<file path="src/i2cpc_pkg.sv">
/*
 * Package for the serial port control and error-flag block: register
 * offsets, field positions, reset values, mode codes.
 * Assumes an AXI4-Lite master with 32-bit data on the one system clock.
 */
// Overview of operation
// [RL1] Master mode: buffer write while bus not ready to start sets collision flag.
// [RL2] Slave mode: buffer write while previous word shifts out sets collision flag.
// [RL3] Byte completes while buffer still full sets receive overflow flag.
// [RL4] Overflow flag is ignored, never set, while transmitting.
// [RL5] Hardware only sets both flags; firmware clears each by writing zero.
// [RL6] Enable bit one hands data and clock pins to the port; zero keeps GPIO.
// [RL7] Firmware sets pin directions before using the port in either mode.
// [RL8] Slave mode: clock-release zero holds clock low, one releases; master ignores.
// [RL9] Mode field codes 0110,0111,1000,1011,1110,1111; all others reserved.
// [RL10] Master mode never sets the receive overflow flag.
// [RL11] Control register reads zero after power-on reset.
package i2cpc_pkg;

    // ==========================================================
    // Register map
    localparam logic [3:0] CTRL_OFFSET = 4'h0;
    localparam logic [3:0] IRQ_STATUS_OFFSET = 4'h4;
    localparam logic [3:0] IRQ_MASK_OFFSET = 4'h8;
    localparam logic [3:0] PIN_STATE_OFFSET = 4'hC;

    // ==========================================================
    // Control register fields
    localparam int WRITE_COLLISION_FLAG_BIT = 7;
    localparam int ROV_BIT = 6;
    localparam int EN_BIT = 5;
    localparam int CKR_BIT = 4;
    localparam logic [7:0] CTRL_RESET = 8'h00;
    localparam logic [1:0] IRQ_RESET = 2'h0;

    // ==========================================================
    // Mode codes
    localparam logic [3:0] MODE_SLV7 = 4'h6;
    localparam logic [3:0] MODE_SLV10 = 4'h7;
    localparam logic [3:0] MODE_MST = 4'h8;
    localparam logic [3:0] MODE_FWMST = 4'hB;
    localparam logic [3:0] MODE_SLV7_SP = 4'hE;
    localparam logic [3:0] MODE_SLV10_SP = 4'hF;

    // ==========================================================
    // AXI responses
    localparam logic [1:0] RESP_OKAY = 2'h0;
    localparam logic [1:0] RESP_SLVERR = 2'h2;

endpackage : i2cpc_pkg

</file>
<file path="src/i2cpc_ctrl.sv">
/*
 * Control register and error flags of the two-wire serial port, with
 * AXI4-Lite slave, interrupt status/mask and pin handover.
 * Assumes buffer/shifter signals come from logic on clk_in; pins are async.
 */
`timescale 1ns/100ps
`default_nettype none
module i2cpc_ctrl (
    input wire logic clk_in,
    input wire logic resetn_in,
    // AXI4-Lite
    input wire logic [3:0] s_axi_awaddr_in,
    input wire logic s_axi_awvalid_in,
    output logic s_axi_awready_out,
    input wire logic [31:0] s_axi_wdata_in,
    input wire logic [3:0] s_axi_wstrb_in,
    input wire logic s_axi_wvalid_in,
    output logic s_axi_wready_out,
    output logic [1:0] s_axi_bresp_out,
    output logic s_axi_bvalid_out,
    input wire logic s_axi_bready_in,
    input wire logic [3:0] s_axi_araddr_in,
    input wire logic s_axi_arvalid_in,
    output logic s_axi_arready_out,
    output logic [31:0] s_axi_rdata_out,
    output logic [1:0] s_axi_rresp_out,
    output logic s_axi_rvalid_out,
    input wire logic s_axi_rready_in,
    // Datapath side
    input wire logic buf_write_in,
    input wire logic bus_start_ok_in,
    input wire logic tx_in_progress_in,
    input wire logic rx_byte_done_in,
    input wire logic buffer_full_in,
    input wire logic port_clk_hold_in,
    // Pins
    input wire logic sda_pin_in,
    input wire logic scl_pin_in,
    output logic port_active_out,
    output logic [3:0] port_mode_select_out,
    output logic master_mode_out,
    output logic slave_mode_out,
    output logic scl_oe_n_out,
    output logic irq_out
);
    import i2cpc_pkg::*;

    logic write_collision_flag_ff, receive_overflow_flag_ff;
    logic serial_port_enable_ff, clock_release_ctl_ff;
    logic [3:0] port_mode_select_ff;
    logic [1:0] irq_status_ff, irq_mask_ff;
    logic [3:0] awaddr_ff;
    logic [31:0] wdata_ff;
    logic [3:0] wstrb_ff;
    logic aw_held_ff, w_held_ff;
    logic [1:0] pins_sync;

    // Mode decode
    function automatic logic is_slave(input logic [3:0] m);
        is_slave = (m == MODE_SLV7) || (m == MODE_SLV10) ||
            (m == MODE_SLV7_SP) || (m == MODE_SLV10_SP); // RL9
    endfunction : is_slave

    function automatic logic is_master(input logic [3:0] m);
        is_master = (m == MODE_MST) || (m == MODE_FWMST); // RL9
    endfunction : is_master

    // ==========================================================
    // Pin synchroniser
    i2cpc_sync #(.WIDTH(2)) u_sync (
        .clk_in(clk_in),
        .resetn_in(resetn_in),
        .async_in({sda_pin_in, scl_pin_in}),
        .sync_out(pins_sync)
    );

    // ==========================================================
    // Mode and event decode
    wire mode_slave = serial_port_enable_ff && is_slave(port_mode_select_ff);
    wire mode_master = serial_port_enable_ff &&
        is_master(port_mode_select_ff);
    wire coll_master = mode_master && buf_write_in && !bus_start_ok_in; // RL1
    wire coll_slave = mode_slave && buf_write_in && tx_in_progress_in; // RL2
    wire coll_evt = coll_master || coll_slave;
    // Overflow only when receiving in slave mode
    wire ovf_evt = mode_slave && !tx_in_progress_in && rx_byte_done_in &&
        buffer_full_in; // RL3 RL4 RL10

    // ==========================================================
    // AXI write decode
    wire aw_take = s_axi_awvalid_in && s_axi_awready_out;
    wire w_take = s_axi_wvalid_in && s_axi_wready_out;
    wire aw_have = aw_held_ff || aw_take;
    wire w_have = w_held_ff || w_take;
    wire [3:0] wr_addr = aw_held_ff ? awaddr_ff : s_axi_awaddr_in;
    wire [31:0] wr_data = w_held_ff ? wdata_ff : s_axi_wdata_in;
    wire [3:0] wr_strb = w_held_ff ? wstrb_ff : s_axi_wstrb_in;
    wire wr_fire = aw_have && w_have && !s_axi_bvalid_out;
    wire wr_lane0 = wr_fire && wr_strb[0];
    wire wr_ctrl = wr_lane0 && (wr_addr == CTRL_OFFSET);
    wire wr_stat = wr_lane0 && (wr_addr == IRQ_STATUS_OFFSET);
    wire wr_mask = wr_lane0 && (wr_addr == IRQ_MASK_OFFSET);
    wire wr_ok = (wr_addr == CTRL_OFFSET) || (wr_addr == IRQ_STATUS_OFFSET) ||
        (wr_addr == IRQ_MASK_OFFSET) || (wr_addr == PIN_STATE_OFFSET);

    // Flag next values: a set beats a firmware clear
    wire nxt_write_collision_flag = coll_evt ? 1'b1 :
        (wr_ctrl ? (write_collision_flag_ff & wr_data[WRITE_COLLISION_FLAG_BIT]) :
        write_collision_flag_ff); // RL5
    wire nxt_rov = ovf_evt ? 1'b1 :
        (wr_ctrl ? (receive_overflow_flag_ff & wr_data[ROV_BIT]) :
        receive_overflow_flag_ff); // RL5
    wire [1:0] nxt_irq_status = {ovf_evt, coll_evt} |
        (irq_status_ff & ~(wr_stat ? wr_data[1:0] : 2'h0));

    // ==========================================================
    // AXI read decode
    wire rd_fire = s_axi_arvalid_in && s_axi_arready_out;
    wire [7:0] ctrl_rd = {write_collision_flag_ff, receive_overflow_flag_ff,
        serial_port_enable_ff, clock_release_ctl_ff, port_mode_select_ff};
    wire rd_ok = (s_axi_araddr_in == CTRL_OFFSET) ||
        (s_axi_araddr_in == IRQ_STATUS_OFFSET) ||
        (s_axi_araddr_in == IRQ_MASK_OFFSET) ||
        (s_axi_araddr_in == PIN_STATE_OFFSET);
    wire [31:0] nxt_rdata =
        (s_axi_araddr_in == CTRL_OFFSET) ? {24'h000000, ctrl_rd} :
        (s_axi_araddr_in == IRQ_STATUS_OFFSET) ? {30'h0, irq_status_ff} :
        (s_axi_araddr_in == IRQ_MASK_OFFSET) ? {30'h0, irq_mask_ff} :
        (s_axi_araddr_in == PIN_STATE_OFFSET) ? {30'h0, pins_sync} :
        32'h00000000;

    // Clock held in slave mode when released bit is zero or datapath asks
    wire nxt_scl_oe_n = !(mode_slave &&
        (!clock_release_ctl_ff || port_clk_hold_in)); // RL8

    // ==========================================================
    // Control register
    always_ff @(posedge clk_in or negedge resetn_in) begin
        if (!resetn_in) begin
            write_collision_flag_ff <= CTRL_RESET[WRITE_COLLISION_FLAG_BIT]; // RL11
            receive_overflow_flag_ff <= CTRL_RESET[ROV_BIT];
            serial_port_enable_ff <= CTRL_RESET[EN_BIT];
            clock_release_ctl_ff <= CTRL_RESET[CKR_BIT];
            port_mode_select_ff <= CTRL_RESET[3:0];
        end else begin
            write_collision_flag_ff <= nxt_write_collision_flag;
            receive_overflow_flag_ff <= nxt_rov;
            if (wr_ctrl) begin
                serial_port_enable_ff <= wr_data[EN_BIT]; // RL6
                clock_release_ctl_ff <= wr_data[CKR_BIT]; // RL8
                port_mode_select_ff <= wr_data[3:0]; // RL9
            end
        end
    end

    // ==========================================================
    // Interrupt status and mask
    always_ff @(posedge clk_in or negedge resetn_in) begin
        if (!resetn_in) begin
            irq_status_ff <= IRQ_RESET;
            irq_mask_ff <= IRQ_RESET;
            irq_out <= 1'b0;
        end else begin
            irq_status_ff <= nxt_irq_status;
            if (wr_mask) begin
                irq_mask_ff <= wr_data[1:0];
            end
            irq_out <= |(irq_status_ff & irq_mask_ff);
        end
    end

    // ==========================================================
    // Pin handover outputs
    always_ff @(posedge clk_in or negedge resetn_in) begin
        if (!resetn_in) begin
            port_active_out <= 1'b0;
            port_mode_select_out <= 4'h0;
            master_mode_out <= 1'b0;
            slave_mode_out <= 1'b0;
            scl_oe_n_out <= 1'b1;
        end else begin
            port_active_out <= serial_port_enable_ff; // RL6
            port_mode_select_out <= port_mode_select_ff;
            master_mode_out <= mode_master;
            slave_mode_out <= mode_slave;
            scl_oe_n_out <= nxt_scl_oe_n;
        end
    end

    // ==========================================================
    // AXI write channel
    always_ff @(posedge clk_in or negedge resetn_in) begin
        if (!resetn_in) begin
            aw_held_ff <= 1'b0;
            w_held_ff <= 1'b0;
            awaddr_ff <= 4'h0;
            wdata_ff <= 32'h00000000;
            wstrb_ff <= 4'h0;
            s_axi_awready_out <= 1'b1;
            s_axi_wready_out <= 1'b1;
            s_axi_bvalid_out <= 1'b0;
            s_axi_bresp_out <= RESP_OKAY;
        end else begin
            if (aw_take) begin
                awaddr_ff <= s_axi_awaddr_in;
            end
            if (w_take) begin
                wdata_ff <= s_axi_wdata_in;
                wstrb_ff <= s_axi_wstrb_in;
            end
            if (wr_fire) begin
                aw_held_ff <= 1'b0;
                w_held_ff <= 1'b0;
                s_axi_awready_out <= 1'b0;
                s_axi_wready_out <= 1'b0;
                s_axi_bvalid_out <= 1'b1;
                s_axi_bresp_out <= wr_ok ? RESP_OKAY : RESP_SLVERR;
            end else begin
                if (aw_take) begin
                    aw_held_ff <= 1'b1;
                    s_axi_awready_out <= 1'b0;
                end
                if (w_take) begin
                    w_held_ff <= 1'b1;
                    s_axi_wready_out <= 1'b0;
                end
                if (s_axi_bvalid_out && s_axi_bready_in) begin
                    s_axi_bvalid_out <= 1'b0;
                    s_axi_awready_out <= 1'b1;
                    s_axi_wready_out <= 1'b1;
                end
            end
        end
    end

    // ==========================================================
    // AXI read channel
    always_ff @(posedge clk_in or negedge resetn_in) begin
        if (!resetn_in) begin
            s_axi_arready_out <= 1'b1;
            s_axi_rvalid_out <= 1'b0;
            s_axi_rdata_out <= 32'h00000000;
            s_axi_rresp_out <= RESP_OKAY;
        end else if (rd_fire) begin
            s_axi_arready_out <= 1'b0;
            s_axi_rvalid_out <= 1'b1;
            s_axi_rdata_out <= nxt_rdata;
            s_axi_rresp_out <= rd_ok ? RESP_OKAY : RESP_SLVERR;
        end else if (s_axi_rvalid_out && s_axi_rready_in) begin
            s_axi_rvalid_out <= 1'b0;
            s_axi_arready_out <= 1'b1;
        end
    end

    // ==========================================================
    // Checks
    a_coll_sets_flag: assert property ( // RL1
        @(posedge clk_in) disable iff (!resetn_in)
        coll_evt |=> write_collision_flag_ff && irq_status_ff[0])
        else $error("collision did not set flag");
    a_ovf_sets_flag: assert property ( // RL3
        @(posedge clk_in) disable iff (!resetn_in)
        ovf_evt |=> receive_overflow_flag_ff)
        else $error("overflow did not set flag");
    a_ovf_not_master: assert property ( // RL10
        @(posedge clk_in) disable iff (!resetn_in)
        (mode_master && !receive_overflow_flag_ff) |=>
        !receive_overflow_flag_ff)
        else $error("overflow set in master mode");
    a_ovf_not_tx: assert property ( // RL4
        @(posedge clk_in) disable iff (!resetn_in)
        (tx_in_progress_in && !receive_overflow_flag_ff) |=>
        !receive_overflow_flag_ff)
        else $error("overflow set while transmitting");
    a_flag_no_hw_clr: assert property ( // RL5
        @(posedge clk_in) disable iff (!resetn_in)
        (write_collision_flag_ff && !wr_ctrl) |=> write_collision_flag_ff)
        else $error("collision flag cleared without write");
    a_clk_stretch: assert property ( // RL8
        @(posedge clk_in) disable iff (!resetn_in)
        (mode_slave && !clock_release_ctl_ff) |=> !scl_oe_n_out)
        else $error("clock not held in slave stretch");
    a_master_no_hold: assert property ( // RL8
        @(posedge clk_in) disable iff (!resetn_in)
        !mode_slave |=> scl_oe_n_out)
        else $error("clock held outside slave mode");
    a_enable_pins: assert property ( // RL6
        @(posedge clk_in) disable iff (!resetn_in)
        ##1 port_active_out == $past(serial_port_enable_ff))
        else $error("pin handover does not follow enable");
    a_reserved_idle: assert property ( // RL9
        @(posedge clk_in) disable iff (!resetn_in)
        (port_mode_select_ff == 4'h0) |=> !master_mode_out && !slave_mode_out)
        else $error("reserved mode acted");
    a_ctrl_reset: assert property ( // RL11
        @(posedge clk_in) $rose(resetn_in) |-> ctrl_rd == CTRL_RESET)
        else $error("control not zero after reset");
endmodule : i2cpc_ctrl
`default_nettype wire

</file>
<file path="src/i2cpc_sync.sv">
/*
 * Two-flip-flop synchroniser for a group of level inputs.
 * Assumes inputs are asynchronous to clk_in.
 */
`timescale 1ns/100ps
`default_nettype none
module i2cpc_sync #(
    parameter int WIDTH = 2
) (
    input wire logic clk_in,
    input wire logic resetn_in,
    input wire logic [WIDTH-1:0] async_in,
    output logic [WIDTH-1:0] sync_out
);
    logic [WIDTH-1:0] meta_ff;

    // ==========================================================
    // Two stage capture
    always_ff @(posedge clk_in or negedge resetn_in) begin
        if (!resetn_in) begin
            meta_ff <= '0;
            sync_out <= '0;
        end else begin
            meta_ff <= async_in;
            sync_out <= meta_ff;
        end
    end
endmodule : i2cpc_sync
`default_nettype wire

</file>
<file path="config.mk">
export PLATFORM = sky130hd
export DESIGN_NAME = i2cpc_ctrl
export DESIGN_NICKNAME = d
export VERILOG_FILES = /design/src/i2cpc_pkg.sv /design/src/i2cpc_ctrl.sv /design/src/i2cpc_sync.sv
export SDC_FILE = /design/constraint.sdc
export NUM_CORES = 1
export LEC_CHECK = 0
export BUFFER_PORTS_ARGS = -buffer_cell sky130_fd_sc_hd__buf_4
export CAP_MARGIN = 20
export CORE_MARGIN = 2
export CORE_UTILIZATION = 50
export DETAILED_ROUTE_END_ITERATION = 16
export GPL_TIMING_DRIVEN = 0
export PLACE_DENSITY = 0.81
export RECOVER_POWER = 100
export SLEW_MARGIN = 20
export SYNTH_ARGS = -nofsm -noshare
export SYNTH_HDL_FRONTEND = slang
export SYNTH_SLANG_ARGS = --single-unit
</file>
<file path="constraint.sdc">
create_clock -name clk_in -period 3.75 [get_ports clk_in]
set_input_delay 0.75 -clock clk_in [delete_from_list [all_inputs] [get_ports clk_in]]
set_output_delay 0.75 -clock clk_in [all_outputs]
set_load 0.01 [all_outputs]
</file>
# Yosys cells after proc, flatten, opt, wreduce, memory -nomap -nowiden
# Index checks and enable logic that the tools add are counted.
# word_totals
regBits	81
inputBits	59
out_inout_bits	50
# op_classes
eq_ne	12
muxes	30
n_bitwise	6
reduce_logical	51
# ops
op	count
$eq 4x4->1 const B	8
$logic_and 1x1->1	21
$mux 1	21
$eq 4x3->1 const B	4
$mux 8	2
$logic_or 1x1->1	14
$mux 2	6
$reduce_bool 2->1	6
$logic_not 4->1	2
$reduce_bool 3->1	2
$logic_not 1->1	5
$and 2x2->2	2
$mux 4	1
$and 1x1->1	2
$not 2->2	1
$or 2x2->2	1
$reduce_or 2->1	1

# Logic depth before layout (Yosys ltp)
# depth
ltp_word	10
mapped_depth	5

# Hierarchy
# Synthesis repeated with hierarchy kept, for this count alone.
# unflattened
cells_unflattened	182
area_unflattened_um2	2422.3
# modules_own_cells
mod	instances	cells_each	area_each_um2
i2cpc_ctrl	1	178	2322.2
i2cpc_sync	1	4	100.1

# Least setup slack after synthesis
# OpenSTA, ideal clock, no wires.
# synth_timing
path_kind	input port to flip-flop
startpoint	input s_axi_awaddr_in[0]
endpoint	register port_mode_select_ff[0]
setup_ns	0.125
t_arrival_ns	1.735
required_ns	3.625
slack_ns	1.890
path_stages	4
n_path_buf	1
cell_sequence	o32ai_1 -> and3_1 -> buf_6 -> mux2_4
# synth_via
elab_chain_len	3
# synth_lines
item	line	rtl
start, declared	i2cpc_ctrl.sv:12	input wire logic [3:0] s_axi_awaddr_in,
$mux 4	i2cpc_ctrl.sv:95	wire [3:0] wr_addr = aw_held_ff ? awaddr_ff : s_axi_awaddr_in;
$logic_not 4->1	i2cpc_ctrl.sv:100	wire wr_ctrl = wr_lane0 && (wr_addr == CTRL_OFFSET);
$logic_and 1x1->1	i2cpc_ctrl.sv:100	
end signal, assigned	i2cpc_ctrl.sv:144	port_mode_select_ff <= CTRL_RESET[3:0];
end signal, assigned	i2cpc_ctrl.sv:151	port_mode_select_ff <= wr_data[3:0];
end, declared	i2cpc_ctrl.sv:50	logic [3:0] port_mode_select_ff;
# Every way passes these cells.
# A chain may end at the register's enable or synchronous reset.

# Worst setup path in the final report
# layout_timing
startpoint	register s_axi_arready_out
endpoint	register s_axi_rdata_out[2]
# layout_via
elab_chain_len	1
# layout_lines
item	line	rtl
start, declared	i2cpc_ctrl.sv:24	output logic s_axi_arready_out,
start signal, assigned	i2cpc_ctrl.sv:240	s_axi_arready_out <= 1'b1;
start signal, assigned	i2cpc_ctrl.sv:245	s_axi_arready_out <= 1'b0;
start signal, assigned	i2cpc_ctrl.sv:251	s_axi_arready_out <= 1'b1;
$logic_and 1x1->1	i2cpc_ctrl.sv:118	wire rd_fire = s_axi_arvalid_in && s_axi_arready_out;
end signal, assigned	i2cpc_ctrl.sv:247	s_axi_rdata_out <= nxt_rdata;
end, declared	i2cpc_ctrl.sv:25	output logic [31:0] s_axi_rdata_out,
# Every way passes these cells.

==> summary.md <==
| Metric | Value |
|---|---|
| Run status | `finished clean` |
| Unrepaired setup endpoints after global routing | `no` |
| Internal power | `roughly 800 uW` |
| Ant diodes | `0` |
| Total Wirelength | `4.25 mm` |
| Flops & latches, synth | `between 50 and 60` |
| Area grow syn2layout | `21.8%` |
| Dpl cells | `approximately 320` |
| Pin count of the biggest net entering global routing | `56` |
| Leading area contributor after synthesis | `dfrtp_1` |
| Setup violators final | `0` |
| Hold WS | `364 ps` |
| Hold crit path type | `flop to flop` |
| Switching portion of total power | `about a quarter` |
| Total grt overflow | `0` |
| R2r setup slk | `1590 ps` |
| Most common cell after layout, fill and taps aside | `buf_4` |
| Die area | `between 5000 and 6000 um2` |
| Port Buffers | `55` |
| Fin. Hold Viols | `0` |
| WHS Path Cells | `0` |
| Final cell count without fillers | `324` |
| Initial antenna violation count | `0` |
| Ys Warns | `0` |
| Synthesized cell area | `~2400 um2` |
| Headroom to the max-slew limit | `approximately 49%` |
| Vias in the first global route | `between 1,000 and 1,500` |
| First-pass GRT wire length | `about 6.7 mm` |
| Routed vias | `approximately 1,600` |
| Clk buf depth | `2` |
| Worst setup EP type | `flop` |
| Die Span Y | `between 70 and 80 um` |
| CTS Hold Bufs | `0` |
| CTS clk-pin slew, worst paths | `approximately 100 ps` |
| Pre-Repair DR Iteration Count | `4` |
| Worst EP arrival | `about 2400 ps` |
| CTS buffer count | `5` |
| Final Power | `approximately 1.1 mW` |
| Leak | `1.52 nW` |
| DR WL/cell | `13.1 um` |
| Combinational share of power | `a little under an eighth` |
| Gate Count Post-Synth | `~180` |
| Area share of the largest cell type after synthesis | `between 50% and 60%` |
| Slew Viols, Final | `0` |
| Avg Inst Size Synth | `about 13 um2` |
| Top area cells in the synthesized netlist | `dfrtp_1 (53%), mux2_2 (9.3%), buf_4 (8.1%)` |
| Measured slew at the worst slew-check pin | `756 ps` |
| Antenna Nets Post-Route | `0` |
| Num rows | `25` |
| Reg-to-reg endpoint | `s_axi_rdata_out[2]` |
| Hold Crit Start | `u_sync.meta_ff[1]` |
| Final period utilization | `~58%` |
| PwrDens | `roughly 360 nW/um2` |
| Via/cell ratio | `~4.9` |
| Drt initial violations | `66` |
| Total Nets Final | `about 330` |
| # fillers | `~420` |
| Total Routing Usage GR | `between 10% and 20%` |
| Core box area | `~4700 um2` |
| Worst R2R Path Depth | `4` |
| Layout Skew | `2.92 ps` |
| # DRC | `0` |
| CTS Root Cell | `clkbuf_8` |
| # IOs | `roughly 110` |
| FF-to-FF Start | `s_axi_arready_out` |
| CP Launch Type | `flop` |
| Sw Pwr | `between 200 and 300 uW` |
| Critical path fanouts, max | `10` |
| Dpl hpwl | `between 3 and 4 mm` |
| Postcts setup bufs | `0` |
| Sequential share of the synthesized area | `~57%` |
| Reg power frac | `between 50% and 60%` |
| Distinct cells, synth | `35` |
| Maxcap violations | `0` |
| H-tree Lvls | `2` |
| Sink of the worst hold path | `u_sync.sync_out[1]` |
| Resized Gates After CTS | `0` |
| Leading cell types in the layout, fill and taps excluded | `buf_4 (53), dfrtp_1 (51), clkbuf_1 (27)` |
| CTS tree | `built` |
| Req. time, crit path | `~4000 ps` |
| GP Congestion | `0.736` |
| Clk sinks | `55` |
| WS Path Type | `flop to flop` |
| Clock insertion delay at the later pin of the skew report | `about 310 ps` |
| Max rail drop VDD | `just under 200 uV` |
| Tmin final | `2160 ps` |
| DIE WIDTH | `approximately 74 um` |
| Fraction of layout cells with a size suffix above 1 | `between 30% and 40%` |
| Initial Utilization | `approximately 52%` |
| Clock share of power | `a little under a third` |
| Max Fclk | `roughly 0.46 GHz` |
| Fin Setup TNS | `0 ps` |
==> flip-flops by register name (all words and copies together) (netlist names), 4 cells and up <==
register              flops
port_mode_select_ff       4
wdata_ff                  8
awaddr_ff                 4
s_axi_rdata_out           8
port_mode_select_out      4
==> kinds of logic (layout without fill, tap and decap cells) <==
family                 Yosys count  count (layout)  share of synthesized area, %
flip-flops                      55              55                          57.0
multiplexers                    34              34                          17.3
buffers and inverters           34              97                          9.66
AND/OR/NAND/NOR                 32              32                          8.01
AO/OA/AOI/OAI                   25              25                          7.54
other                            1              26                         0.155
XOR/XNOR                         1               1                         0.362
==> metrics by stage <==
| step | cell area, um2 | setup slack (ps) | util, % |
|---|---|---|---|
| after global placement | 3000 | 1620 | 63.9 |
| final | 2950 | 1590 | 62.9 |
| after floorplan | 2520 | 1890 | - |
| after detailed placement | 3000 | 1580 | 63.9 |
| after global routing | 2950 | 1350 | 62.9 |
| after CTS | 3090 | 1930 | 65.8 |
==> worst max path at each step <==
stage                                   from                      to  depth (start not counted)
after floorplan           s_axi_awaddr_in[0]  port_mode_select_ff[0]                          4
after global placement    s_axi_awaddr_in[0]  port_mode_select_ff[0]                          5
after detailed placement  s_axi_awaddr_in[0]  port_mode_select_ff[3]                          5
after CTS                 s_axi_awaddr_in[0]  port_mode_select_ff[3]                          5
after global routing       s_axi_arready_out      s_axi_rdata_out[7]                          4
final                      s_axi_arready_out      s_axi_rdata_out[2]                          4
==> per-layer routing <==
layer	vias up	wire [um]	GRT usage, %
li1	762	-	-
met1	739	1870	20.9
met2	64	2010	27.2
met3	7	306	4.94
met4	0	60	6.67
met5	-	0	0
==> Yosys cell counts <==
cell	number
a22o_1	9
inv_1	6
nand2b_1	4
and2_1	1
nor4_1	1
nand2_2	1
buf_4	26
xor2_1	1
and4b_2	2
conb_1	1
buf_6	1
a21o_1	1
mux4_2	2
nor2_1	7
mux2_4	5
o21ai_0	5
nand2_1	6
and3_1	2
a31oi_1	2
a211oi_2	1
buf_2	1
dfstp_2	4
a21oi_1	3
nor3_2	1
nand4b_1	2
nor3b_2	1
o211ai_1	3
mux2_2	20
or2_2	1
and4b_1	1
mux2_1	2
dfrtp_1	51
mux2i_1	5
o32ai_1	1
nor3_1	2
==> power by group through the flow <==
stage	Clock [mW]	Combinational, mW	Sequential (mW)
4_1_cts	0.341	0.137	0.625
5_1_grt	0.364	0.136	0.625
3_3_place_gp	0	0.135	0.635
2_1_floorplan	0	0.0575	0.643
6_report	0.328	0.121	0.623
3_5_place_dp	0	0.137	0.636
==> cell type report <==
type,count,area [um2],share of cell area (%)
sequential,55,1380,46.8
multi-input combinational,118,870,29.5
timing repair buffer,55,315,10.7
buffer,28,204,6.91
clock buffer,5,68.8,2.33
tap,54,67.6,2.29
clock inverter,3,22.5,0.763
inverter,6,22.5,0.763
==> worst max-delay path: stages, from the launching register on <==
cell and delay, ps:
dfstp_1 580, nand2_1 230, nor3_1 380, nor3b_1 680, a22o_1 230
Power figures use the tool's default switching activity.
